File: src/verilog/ext_bus_pkg.sv
// Constants shared by the external bus pin interface and its helpers.
// Assumes a 32-bit APB register bus and a single 100 MHz clock domain.
//
// Contract
// Read strobe goes low for every external instruction fetch or data read.
// Write strobe mode bit: whole-word pulses every write; low-byte mode low writes only.
// High-byte pin is byte enable or high-byte write strobe, per write mode.
// Wait input polarity programmable; inactive level adds wait states until active.
// Address latch enable lets outside logic capture multiplexed address.
// Boot select low during and after reset means boot from external memory.
// Low port carries data in demux modes, address/data in mux modes.
// Segment lines A16..A23 appear on the eight segment pins, LSB first.
// Upper four segment pins switch between address and CAN receive/transmit.
// Each bus pin has a direction bit; input pins are never driven.
// A clock output pin carries the system clock at CPU frequency.
// Address-only port outputs address in demux mode and after demux-to-mux switch.
// Any CAN controller in use limits segment addressing to four lines.
// Read and write strobes stay high outside external accesses.
package ext_bus_pkg;

  // ------------------------------------------------------------------
  // Register byte offsets
  // ------------------------------------------------------------------
  localparam logic [7:0] OFS_CTRL = 8'h00;
  localparam logic [7:0] OFS_DIR0 = 8'h04;
  localparam logic [7:0] OFS_DIR1 = 8'h08;
  localparam logic [7:0] OFS_DIR4 = 8'h0c;
  localparam logic [7:0] OFS_ADDR = 8'h10;
  localparam logic [7:0] OFS_WDATA = 8'h14;
  localparam logic [7:0] OFS_CMD = 8'h18;
  localparam logic [7:0] OFS_STATUS = 8'h1c;
  localparam logic [7:0] OFS_RDATA = 8'h20;
  localparam logic [7:0] OFS_PINS = 8'h24;

  // ------------------------------------------------------------------
  // Control register fields
  // ------------------------------------------------------------------
  localparam int CTRL_WRMODE = 0;
  localparam int CTRL_MUX = 1;
  localparam int CTRL_BUS16 = 2;
  localparam int CTRL_RDYEN = 3;
  localparam int CTRL_RDYPOL = 4;
  localparam int CTRL_SEGEN = 5;
  localparam int CTRL_CANA = 6;
  localparam int CTRL_CANB = 7;
  localparam int CTRL_SYS_CLOCK_OUT = 8;
  localparam int CTRL_W = 9;
  localparam logic [CTRL_W-1:0] CTRL_RESET = 9'h000;

  // Command register fields
  localparam int CMD_KIND_LSB = 0;
  localparam int CMD_BE_LSB = 2;

  // Status register fields
  localparam int ST_BUSY = 0;
  localparam int ST_BOOTEXT = 1;
  localparam int ST_READY = 2;
  localparam int ST_P1KEEP = 3;

  // Pin snapshot register fields
  localparam int PINS_P4_LSB = 16;

  // ------------------------------------------------------------------
  // Reset values and timing counts
  // ------------------------------------------------------------------
  localparam logic [15:0] DIR_RESET = 16'h0000;
  localparam logic [2:0] STROBE_MIN_CYCLES = 3'h3;
  localparam logic [1:0] BOOT_CAPTURE_CYCLES = 2'h2;

  typedef enum logic [1:0] {
    KIND_NONE,
    KIND_READ,
    KIND_WRITE,
    KIND_FETCH
  } access_kind_t;

endpackage

File: src/verilog/sync_2ff.sv
// Two-flop synchroniser for levels that arrive from pins.
// Assumes the input is quasi-static relative to a few mclk periods.
`timescale 1ns/1ps
`default_nettype none
module sync_2ff #(
  parameter int W = 1,
  parameter logic [W-1:0] RST_VAL = '0
) (
  input wire logic mclk,
  input wire logic nrst,
  input wire logic [W-1:0] async,
  output logic [W-1:0] synced
);

  logic [W-1:0] meta_ff;
  logic [W-1:0] stable_ff;

  // First stage is read only by the second stage
  always_ff @(posedge mclk) begin
    if (!nrst) begin
      meta_ff <= RST_VAL;
      stable_ff <= RST_VAL;
    end else begin
      meta_ff <= async;
      stable_ff <= meta_ff;
    end
  end

  assign synced = stable_ff;

endmodule
`default_nettype wire

File: src/verilog/seg_port_mux.sv
// Segment address port: shares its upper pins with two CAN controllers.
// Assumes segment address and enables come from the same clock domain.
`timescale 1ns/1ps
`default_nettype none
module seg_port_mux (
  input wire logic mclk,
  input wire logic nrst,
  input wire logic [7:0] segAddr,
  input wire logic segEn,
  input wire logic canAEn,
  input wire logic canBEn,
  input wire logic canATx,
  input wire logic canBTx,
  input wire logic [7:0] dir,
  output logic [7:0] segOut,
  output logic [7:0] segOe
);

  logic [7:0] nxt_out;
  logic [7:0] nxt_oe;
  logic canAny;

  assign canAny = canAEn | canBEn;

  // Pin function per bit; CAN use takes the upper half
  always_comb begin
    nxt_out = segAddr;
    nxt_oe = {8{segEn}};
    if (canAny) begin
      nxt_oe[7:4] = 4'h0;
    end
    if (canBEn) begin
      nxt_out[7] = canBTx;
      nxt_oe[7] = 1'b1;
    end
    if (canAEn) begin
      nxt_out[6] = canATx;
      nxt_oe[6] = 1'b1;
    end
    nxt_oe = nxt_oe & dir;
  end

  // Registered so the pins never see decode glitches
  always_ff @(posedge mclk) begin
    if (!nrst) begin
      segOut <= 8'h00;
      segOe <= 8'h00;
    end else begin
      segOut <= nxt_out;
      segOe <= nxt_oe;
    end
  end

endmodule
`default_nettype wire

File: src/verilog/ext_bus_if.sv
// External memory bus pin interface with APB control and status.
// Assumes an APB master on mclk and asynchronous pins on the bus side.
//
// Added by the designer: the APB interface to the registers and the register offsets.
`timescale 1ns/1ps
`default_nettype none
module ext_bus_if
  import ext_bus_pkg::*;
(
  input wire logic mclk,
  input wire logic nrst,
  // APB slave
  input wire logic psel,
  input wire logic penable,
  input wire logic pwrite,
  input wire logic [7:0] paddr,
  input wire logic [31:0] pwdata,
  output logic [31:0] prdata,
  output logic pready,
  output logic pslverr,
  // Bus strobes
  output logic readStrobeN,
  output logic writeStrobeN,
  output logic highByteN,
  output logic addrLatchEn,
  input wire logic readyIn,
  input wire logic externalBootSelectN,
  output logic bootFromExternal,
  output logic sysClockOut,
  // Multiplexed address/data port
  input wire logic [15:0] addrDataIn,
  output logic [15:0] addrDataOut,
  output logic [15:0] addrDataOe,
  // Address-only port
  input wire logic [15:0] addressOnlyIn,
  output logic [15:0] addressOnlyOut,
  output logic [15:0] addressOnlyOe,
  // Segment / CAN port
  input wire logic [7:0] segPortIn,
  output logic [7:0] segPortOut,
  output logic [7:0] segPortOe,
  // CAN controller side
  input wire logic canATx,
  input wire logic canBTx,
  output logic canARx,
  output logic canBRx
);

  typedef enum logic [1:0] {
    S_IDLE,
    S_ADDR,
    S_STROBE,
    S_HOLD
  } bus_state_t;

  // ------------------------------------------------------------------
  // Registers and synchronised pins
  // ------------------------------------------------------------------
  logic [CTRL_W-1:0] ctrl_ff;
  logic [15:0] dir0_ff, dir1_ff;
  logic [7:0] dir4_ff;
  logic [23:0] addr_ff;
  logic [15:0] wdata_ff, rdata_ff;
  access_kind_t kind_ff;
  logic [1:0] be_ff, bootCnt_ff;
  bus_state_t state_ff;
  logic [2:0] strobeCnt_ff;
  logic p1Keep_ff, clkOutEn_ff;
  logic readySync, bootSelSync;
  logic [15:0] adSync, p1Sync;
  logic [7:0] p4Sync;

  sync_2ff #(.W(1), .RST_VAL(1'b0)) u_sync_ready (
    .mclk(mclk),
    .nrst(nrst),
    .async(readyIn),
    .synced(readySync)
  );

  sync_2ff #(.W(1), .RST_VAL(1'b1)) u_sync_boot (
    .mclk(mclk),
    .nrst(nrst),
    .async(externalBootSelectN),
    .synced(bootSelSync)
  );

  sync_2ff #(.W(40), .RST_VAL(40'h00_0000_0000)) u_sync_ports (
    .mclk(mclk),
    .nrst(nrst),
    .async({segPortIn, addressOnlyIn, addrDataIn}),
    .synced({p4Sync, p1Sync, adSync})
  );

  // ------------------------------------------------------------------
  // APB slave
  // ------------------------------------------------------------------
  logic setup, wrTake, mapped, busy;
  logic [31:0] nxt_rdata;
  assign setup = psel & ~penable;
  assign wrTake = psel & penable & pready & pwrite;
  assign busy = (state_ff != S_IDLE);

  // Read mux, evaluated in the setup cycle so data is ready at access
  always_comb begin
    nxt_rdata = 32'h0000_0000;
    mapped = 1'b1;
    unique case (paddr)
      OFS_CTRL: nxt_rdata[CTRL_W-1:0] = ctrl_ff;
      OFS_DIR0: nxt_rdata[15:0] = dir0_ff;
      OFS_DIR1: nxt_rdata[15:0] = dir1_ff;
      OFS_DIR4: nxt_rdata[7:0] = dir4_ff;
      OFS_ADDR: nxt_rdata[23:0] = addr_ff;
      OFS_WDATA: nxt_rdata[15:0] = wdata_ff;
      OFS_CMD: nxt_rdata[3:0] = {be_ff, kind_ff};
      OFS_STATUS: begin
        nxt_rdata[ST_BUSY] = busy;
        nxt_rdata[ST_BOOTEXT] = bootFromExternal;
        nxt_rdata[ST_READY] = readySync;
        nxt_rdata[ST_P1KEEP] = p1Keep_ff;
      end
      OFS_RDATA: nxt_rdata[15:0] = rdata_ff;
      OFS_PINS: nxt_rdata = {8'h00, p4Sync, p1Sync};
      default: mapped = 1'b0;
    endcase
  end

  // One wait-free answer: pready rises in the first access cycle
  always_ff @(posedge mclk) begin
    if (!nrst) begin
      pready <= 1'b0;
      pslverr <= 1'b0;
      prdata <= 32'h0000_0000;
    end else begin
      pready <= setup;
      pslverr <= setup & ~mapped;
      if (setup && !pwrite) begin
        prdata <= nxt_rdata;
      end
    end
  end

  // Configuration registers
  always_ff @(posedge mclk) begin
    if (!nrst) begin
      ctrl_ff <= CTRL_RESET;
      dir0_ff <= DIR_RESET;
      dir1_ff <= DIR_RESET;
      dir4_ff <= DIR_RESET[7:0];
      addr_ff <= 24'h00_0000;
      wdata_ff <= 16'h0000;
    end else if (wrTake) begin
      unique case (paddr)
        OFS_CTRL: ctrl_ff <= pwdata[CTRL_W-1:0];
        OFS_DIR0: dir0_ff <= pwdata[15:0];
        OFS_DIR1: dir1_ff <= pwdata[15:0];
        OFS_DIR4: dir4_ff <= pwdata[7:0];
        OFS_ADDR: addr_ff <= pwdata[23:0];
        OFS_WDATA: wdata_ff <= pwdata[15:0];
        default: ;
      endcase
    end
  end

  // ------------------------------------------------------------------
  // Boot source capture and clock output
  // ------------------------------------------------------------------
  // Caught after the synchroniser has filled with post-reset samples
  always_ff @(posedge mclk) begin
    if (!nrst) begin
      bootCnt_ff <= 2'h0;
      bootFromExternal <= 1'b0;
    end else if (bootCnt_ff != BOOT_CAPTURE_CYCLES + 2'h1) begin
      bootCnt_ff <= bootCnt_ff + 2'h1;
      bootFromExternal <= ~bootSelSync;
    end
  end

  always_ff @(posedge mclk) begin
    if (!nrst) begin
      clkOutEn_ff <= 1'b0;
    end else begin
      clkOutEn_ff <= ctrl_ff[CTRL_SYS_CLOCK_OUT];
    end
  end

  // Gated by the high phase of mclk; enable changes only at rising edges
  assign sysClockOut = mclk & clkOutEn_ff;

  // ------------------------------------------------------------------
  // Access sequencer
  // ------------------------------------------------------------------
  logic cmdStart, readyOk;
  assign cmdStart = wrTake && (paddr == OFS_CMD) && !busy &&
                    (pwdata[CMD_KIND_LSB+1:CMD_KIND_LSB] != 2'h0);
  assign readyOk = ~ctrl_ff[CTRL_RDYEN] | (readySync == ctrl_ff[CTRL_RDYPOL]);

  // A command written while busy is dropped; status shows busy
  always_ff @(posedge mclk) begin
    if (!nrst) begin
      state_ff <= S_IDLE;
      kind_ff <= KIND_NONE;
      be_ff <= 2'h0;
      strobeCnt_ff <= 3'h0;
    end else begin
      unique case (state_ff)
        S_IDLE: begin
          if (cmdStart) begin
            kind_ff <= access_kind_t'(pwdata[CMD_KIND_LSB+1:CMD_KIND_LSB]);
            be_ff <= pwdata[CMD_BE_LSB+1:CMD_BE_LSB];
            state_ff <= S_ADDR;
          end
        end
        S_ADDR: begin
          strobeCnt_ff <= 3'h0;
          state_ff <= S_STROBE;
        end
        S_STROBE: begin
          if (strobeCnt_ff != STROBE_MIN_CYCLES) begin
            strobeCnt_ff <= strobeCnt_ff + 3'h1;
          end else if (readyOk) begin
            state_ff <= S_HOLD;
          end
        end
        S_HOLD: state_ff <= S_IDLE;
      endcase
    end
  end

  // Read data is sampled as the strobe ends
  always_ff @(posedge mclk) begin
    if (!nrst) begin
      rdata_ff <= 16'h0000;
    end else if (state_ff == S_STROBE && strobeCnt_ff == STROBE_MIN_CYCLES &&
                 readyOk && kind_ff != KIND_WRITE) begin
      rdata_ff <= ctrl_ff[CTRL_BUS16] ? adSync : {8'h00, adSync[7:0]};
    end
  end

  // Address port keeps the address once a demultiplexed mode was used
  always_ff @(posedge mclk) begin
    if (!nrst) begin
      p1Keep_ff <= 1'b0;
    end else if (!ctrl_ff[CTRL_MUX]) begin
      p1Keep_ff <= 1'b1;
    end
  end

  // ------------------------------------------------------------------
  // Pin drive, computed next-cycle and registered
  // ------------------------------------------------------------------
  bus_state_t nxt_state;
  logic nxt_active, isWrite, isRead, lowByteWr, highByteWr;
  logic nxt_ale, nxt_rd, nxt_wr, nxt_hb;
  logic [15:0] nxt_adOut, nxt_adOe;

  // Next state mirror so pins line up with the sequencer
  always_comb begin
    nxt_state = state_ff;
    unique case (state_ff)
      S_IDLE: nxt_state = cmdStart ? S_ADDR : S_IDLE;
      S_ADDR: nxt_state = S_STROBE;
      S_STROBE: begin
        if (strobeCnt_ff == STROBE_MIN_CYCLES && readyOk) begin
          nxt_state = S_HOLD;
        end
      end
      S_HOLD: nxt_state = S_IDLE;
    endcase
  end

  access_kind_t kindNow;
  logic [1:0] beNow;
  assign kindNow = (state_ff == S_IDLE) ?
                   access_kind_t'(pwdata[CMD_KIND_LSB+1:CMD_KIND_LSB]) : kind_ff;
  assign beNow = (state_ff == S_IDLE) ? pwdata[CMD_BE_LSB+1:CMD_BE_LSB] : be_ff;
  assign nxt_active = (nxt_state != S_IDLE);
  assign isWrite = (kindNow == KIND_WRITE);
  assign isRead = (kindNow == KIND_READ) || (kindNow == KIND_FETCH);
  assign lowByteWr = isWrite & (beNow[0] | ~ctrl_ff[CTRL_BUS16]);
  assign highByteWr = isWrite & beNow[1] & ctrl_ff[CTRL_BUS16];

  // Strobe decode; read, write and high-byte strobes rest high and ALE rests low when no access runs
  always_comb begin
    nxt_ale = ctrl_ff[CTRL_MUX] && (nxt_state == S_ADDR);
    nxt_rd = ~((nxt_state == S_STROBE) & isRead);
    nxt_wr = 1'b1;
    nxt_hb = 1'b1;
    if (ctrl_ff[CTRL_WRMODE]) begin
      nxt_wr = ~((nxt_state == S_STROBE) & lowByteWr);
      nxt_hb = ~((nxt_state == S_STROBE) & highByteWr);
    end else begin
      nxt_wr = ~((nxt_state == S_STROBE) & isWrite);
      nxt_hb = ~(nxt_active & beNow[1] & ctrl_ff[CTRL_BUS16]);
    end
  end

  // Low port: address phase then data phase, per mux and width mode
  always_comb begin
    nxt_adOut = 16'h0000;
    nxt_adOe = 16'h0000;
    if (ctrl_ff[CTRL_MUX] && nxt_state == S_ADDR) begin
      nxt_adOut = addr_ff[15:0];
      nxt_adOe = 16'hffff;
    end else if (nxt_state == S_STROBE || nxt_state == S_HOLD) begin
      if (isWrite) begin
        nxt_adOut = wdata_ff;
        nxt_adOe = ctrl_ff[CTRL_BUS16] ? 16'hffff : 16'h00ff;
      end
      if (ctrl_ff[CTRL_MUX] && !ctrl_ff[CTRL_BUS16]) begin
        nxt_adOut[15:8] = addr_ff[15:8];
        nxt_adOe[15:8] = 8'hff;
      end
    end
    nxt_adOe = nxt_adOe & dir0_ff;
  end

  // Registered pin outputs
  always_ff @(posedge mclk) begin
    if (!nrst) begin
      readStrobeN <= 1'b1;
      writeStrobeN <= 1'b1;
      highByteN <= 1'b1;
      addrLatchEn <= 1'b0;
      addrDataOut <= 16'h0000;
      addrDataOe <= 16'h0000;
      addressOnlyOut <= 16'h0000;
      addressOnlyOe <= 16'h0000;
    end else begin
      readStrobeN <= nxt_rd;
      writeStrobeN <= nxt_wr;
      highByteN <= nxt_hb;
      addrLatchEn <= nxt_ale;
      addrDataOut <= nxt_adOut;
      addrDataOe <= nxt_adOe;
      addressOnlyOut <= addr_ff[15:0];
      addressOnlyOe <= {16{~ctrl_ff[CTRL_MUX] | p1Keep_ff}} & dir1_ff;
    end
  end

  // ------------------------------------------------------------------
  // Segment port and CAN receive path
  // ------------------------------------------------------------------
  seg_port_mux u_seg (
    .mclk(mclk),
    .nrst(nrst),
    .segAddr(addr_ff[23:16]),
    .segEn(ctrl_ff[CTRL_SEGEN]),
    .canAEn(ctrl_ff[CTRL_CANA]),
    .canBEn(ctrl_ff[CTRL_CANB]),
    .canATx(canATx),
    .canBTx(canBTx),
    .dir(dir4_ff),
    .segOut(segPortOut),
    .segOe(segPortOe)
  );

  // Receive pins idle recessive-high when their controller is off
  always_ff @(posedge mclk) begin
    if (!nrst) begin
      canARx <= 1'b1;
      canBRx <= 1'b1;
    end else begin
      canARx <= ctrl_ff[CTRL_CANA] ? p4Sync[5] : 1'b1;
      canBRx <= ctrl_ff[CTRL_CANB] ? p4Sync[4] : 1'b1;
    end
  end

endmodule
`default_nettype wire

File: config.mk
export PLATFORM = sky130hd
export DESIGN_NAME = ext_bus_if
export DESIGN_NICKNAME = d
export VERILOG_FILES = /design/src/verilog/ext_bus_pkg.sv /design/src/verilog/sync_2ff.sv /design/src/verilog/seg_port_mux.sv /design/src/verilog/ext_bus_if.sv
export SDC_FILE = /design/constraint.sdc
export NUM_CORES = 1
export LEC_CHECK = 0
export BUFFER_PORTS_ARGS = -buffer_cell sky130_fd_sc_hd__buf_2
export CAP_MARGIN = 10
export CORE_UTILIZATION = 50
export DETAILED_ROUTE_END_ITERATION = 10
export GPL_TIMING_DRIVEN = 0
export PLACE_DENSITY = 0.7
export SYNTH_ARGS = -nofsm -noshare
export SYNTH_HDL_FRONTEND = slang
export SYNTH_SLANG_ARGS = --single-unit
export TNS_END_PERCENT = 50
File: constraint.sdc
create_clock -name mclk -period 4.9 [get_ports mclk]
set_input_delay 0.49 -clock mclk [delete_from_list [all_inputs] [get_ports mclk]]
set_output_delay 0.49 -clock mclk [all_outputs]
set_load 0.02 [all_outputs]
==> results_dict.tcl <==
set metrics [dict create \
    p_int_uw 4635 \
    synth_warnings 0 \
    critical_path_class "clk2out" \
    n_fill_cell 1878 \
    core_mm2 0.02209 \
    syn2layout_area_growth_pct 23.41 \
    p_comb_frac 0.041 \
    use_met1 0.4070 \
    async_flop_share 0 \
    p_seq_frac 0.448 \
    grt_usage 0.3056 \
    fin_hold_ws_ps 57.14 \
    gr-usage-met2 0.4914 \
    start_util 0.5166 \
    grt_pass1_wl_um 53720 \
    synth_top_cell_area_share 0.5524 \
    slew_viol_final 0 \
    grt_overflow_total 0 \
    cp-end-kind "output port" \
    antenna_found_initial 4 \
    switching_share 0.2085 \
    clkTransAtPathRegs_ps 60 \
    seq_area_frac_synth 0.5524 \
    cp.arrival_ps 2980 \
    wire_per_inst_um 20.52 \
    postCtsSetupRepairBufs 0 \
    yosysTopAreaCell "dfxtp_1" \
    ys_ff_latch 315 \
    synthCells 1206 \
    vias_per_cell 5.530 \
    grt_use_met3 0.05018 \
    clock_power_share 0.512 \
    synth.distinct_cells 72 \
    syn_avg_cell_area_um2 9.465 \
    post_cts_resize_count 0 \
    skew_ps 23.76 \
    critPathLaunchType "clock port" \
    syn_area_mm2 0.01141 \
    tns_ps 0 \
    clk-insertion-delay-late_ps 640 \
    dieWidth_um 153.1 \
    hold_buffers 0 \
    port_buffers 187 \
    maxCapViolCount 0 \
    via_count 9655 \
    routed_wl_um 35820 \
    relSlewSlack 0.4042 \
    num-nets-final 1535 \
    grt_pass1_vias 9030 \
    hold_depth 2 \
    busiest_layer "met2" \
    ys_top_cells_by_area "dfxtp_1 (55%), and2_1 (6.8%), nand2_1 (6.7%)" \
    ys.flop_type "dfxtp_1" \
    rr_worst_depth 8 \
    io_pins 211 \
    ir_worst_vdd_v 0.0002399 \
    finalSetupViolCount 0 \
    die_area_mm2 0.02344 \
    grt_max_degree 15 \
    rsz0062_at_grt "false" \
    cts_tree "yes" \
    power_switching_uw 1221 \
    cp.required_ps 4410 \
    dp_hpwl_um 26230 \
    die-height_um 153.1 \
    leakage_uw 0.005642 \
    hp-class "in2reg" \
    drtPass1Iterations 6 \
    path_max_fanout 2 \
    status "complete, no violations" \
    drc 0 \
    drt_iter0_markers 823 \
    finalHoldViolations 0 \
    drt.antenna.violating_nets 0 \
    yosys.cell_count.top_type "dfxtp_1" \
    synth_edf_count 0 \
    synth_common_cells "dfxtp_1 (315), nand2_1 (203), and2_1 (124), a21oi_1 (119)" \
    place_congestion 0.9706 \
    rows 54 \
    drive_above_1_share 0.2077 \
    worst-slew-pin-transition_ps 893.7 \
    power_density_mw_per_mm2 415.7 \
]
==> power groups by stage <==
stage | logic [uW] | registers [uW] | clock network, uW
after floorplan | 120 | 2680 | 0.00112
after global placement | 229 | 2680 | 0.00131
after detailed placement | 232 | 2680 | 0.00131
after CTS | 234 | 2620 | 3020
after global routing | 254 | 2620 | 3120
final | 238 | 2620 | 3000
==> path summary, 6_finish.rpt <==
kind / startpoint / slack (ps) / to
hold / removal: externalBootSelectN / 60 / u_sync_boot.meta_ff$_SDFF_PN1_
setup / recovery: mclk / 1430 / sysClockOut
hold reg to reg: u_sync_boot.meta_ff$_SDFF_PN1_ / 410 / u_sync_boot.synced$_SDFF_PN1_
setup reg to reg: state_ff[0]$_SDFFE_PN0P_ / 2130 / addrDataOe[12]$_SDFF_PN0_
==> registers in the layout (all words and copies together) (netlist names), 3 cells and up <==
name and cells:
addrDataOut 16, dir1_ff 16, rdata_ff 16, addressOnlyOut 16, dir4_ff 8, wdata_ff 16
u_seg.segOut 8, ctrl_ff 9, dir0_ff 16, addrDataOe 16, u_sync_ports.meta_ff 40, u_sync_ports.synced 40
strobeCnt_ff 3, prdata 24, addr_ff 24, u_seg.segOe 8, addressOnlyOe 16
==> logic make-up after synthesis <==
logic type	share of synthesized area
AO/OA/AOI/OAI	0.1394
XOR/XNOR	0.001535
adder cells (fa/ha/maj)	0.008550
buffers and inverters	0.03979
flip-flops	0.5525
multiplexers	0.03957
other	0.0003285
AND/OR/NAND/NOR	0.2183
==> worst max-delay path, cell delays in order <==
cell and delay (ps):
clkbuf_16 120, clkbuf_16 120, and2_1 140, buf_2 150
==> layout make-up <==
class	count	area (um2)	area share
Buffer	90	420.4	0.02984
Sequential cell	315	6306	0.4476
Clock buffer	50	1070	0.07594
Tap cell	280	350.3	0.02487
Antenna cell	2	5.005	0.0003553
Clock inverter	15	290.3	0.02061
Multi-Input combinational cell	799	4681	0.3323
Inverter	9	33.78	0.002398
Timing Repair Buffer	186	930.9	0.06608
==> layer usage <==
layer | vias to the layer above | part of all wire
met5 | - | 0
met4 | 0 | 0.033
met3 | 77 | 0.090
met2 | 507 | 0.45
met1 | 4499 | 0.43
li1 | 4572 | -
==> through the flow <==
stage | setup slack (ps) | area (um2) | instances | power, uW | util
floorplan | 1758 | 11440 | 1213 | 2800 | -
global placement | 1687 | 12730 | 1680 | 2906 | 0.5761
detailed placement | 1687 | 12730 | 1680 | 2910 | 0.5761
CTS | 1420 | 14080 | 1744 | 5875 | 0.6374
global route | 1419 | 14080 | 1744 | 6003 | 0.6374
finish | 1425 | 14090 | 1746 | 5856 | 0.6376
==> cells in the final DEF, fill, tap and decap left out, types with 4 or more instances in the layout <==
cell type  Yosys  routed
and2_1       124     124
mux2i_1       35      35
ha_1           7       7
and2b_1        4       4
o21ai_0       16      16
or4b_1         4       4
clkbuf_16      0      40
nor2b_1        9       9
nand2_1      203     203
nor3_1        12      12
o2bb2ai_1      9       9
inv_1          8       8
clkbuf_1      58      64
o21a_1        11      11
nand3_1       15      15
a21oi_1      119     119
buf_4          8       8
a22o_1         9       9
o22a_1         4       4
buf_2         17     204
and3_1        12      12
o22ai_1       10      10
nand2b_1       6       6
a221oi_1      12      12
buf_6          4       4
bufinv_16      0       8
a22oi_1       30      30
nor2_2         4       4
conb_1         1       8
nor2_1        58      58
mux2_2         9       9
dfxtp_1      315     315
a31oi_1        5       5
nand3b_1       4       4
nand4_1        5       5
No activity file was read; power rests on OpenSTA's default activity.
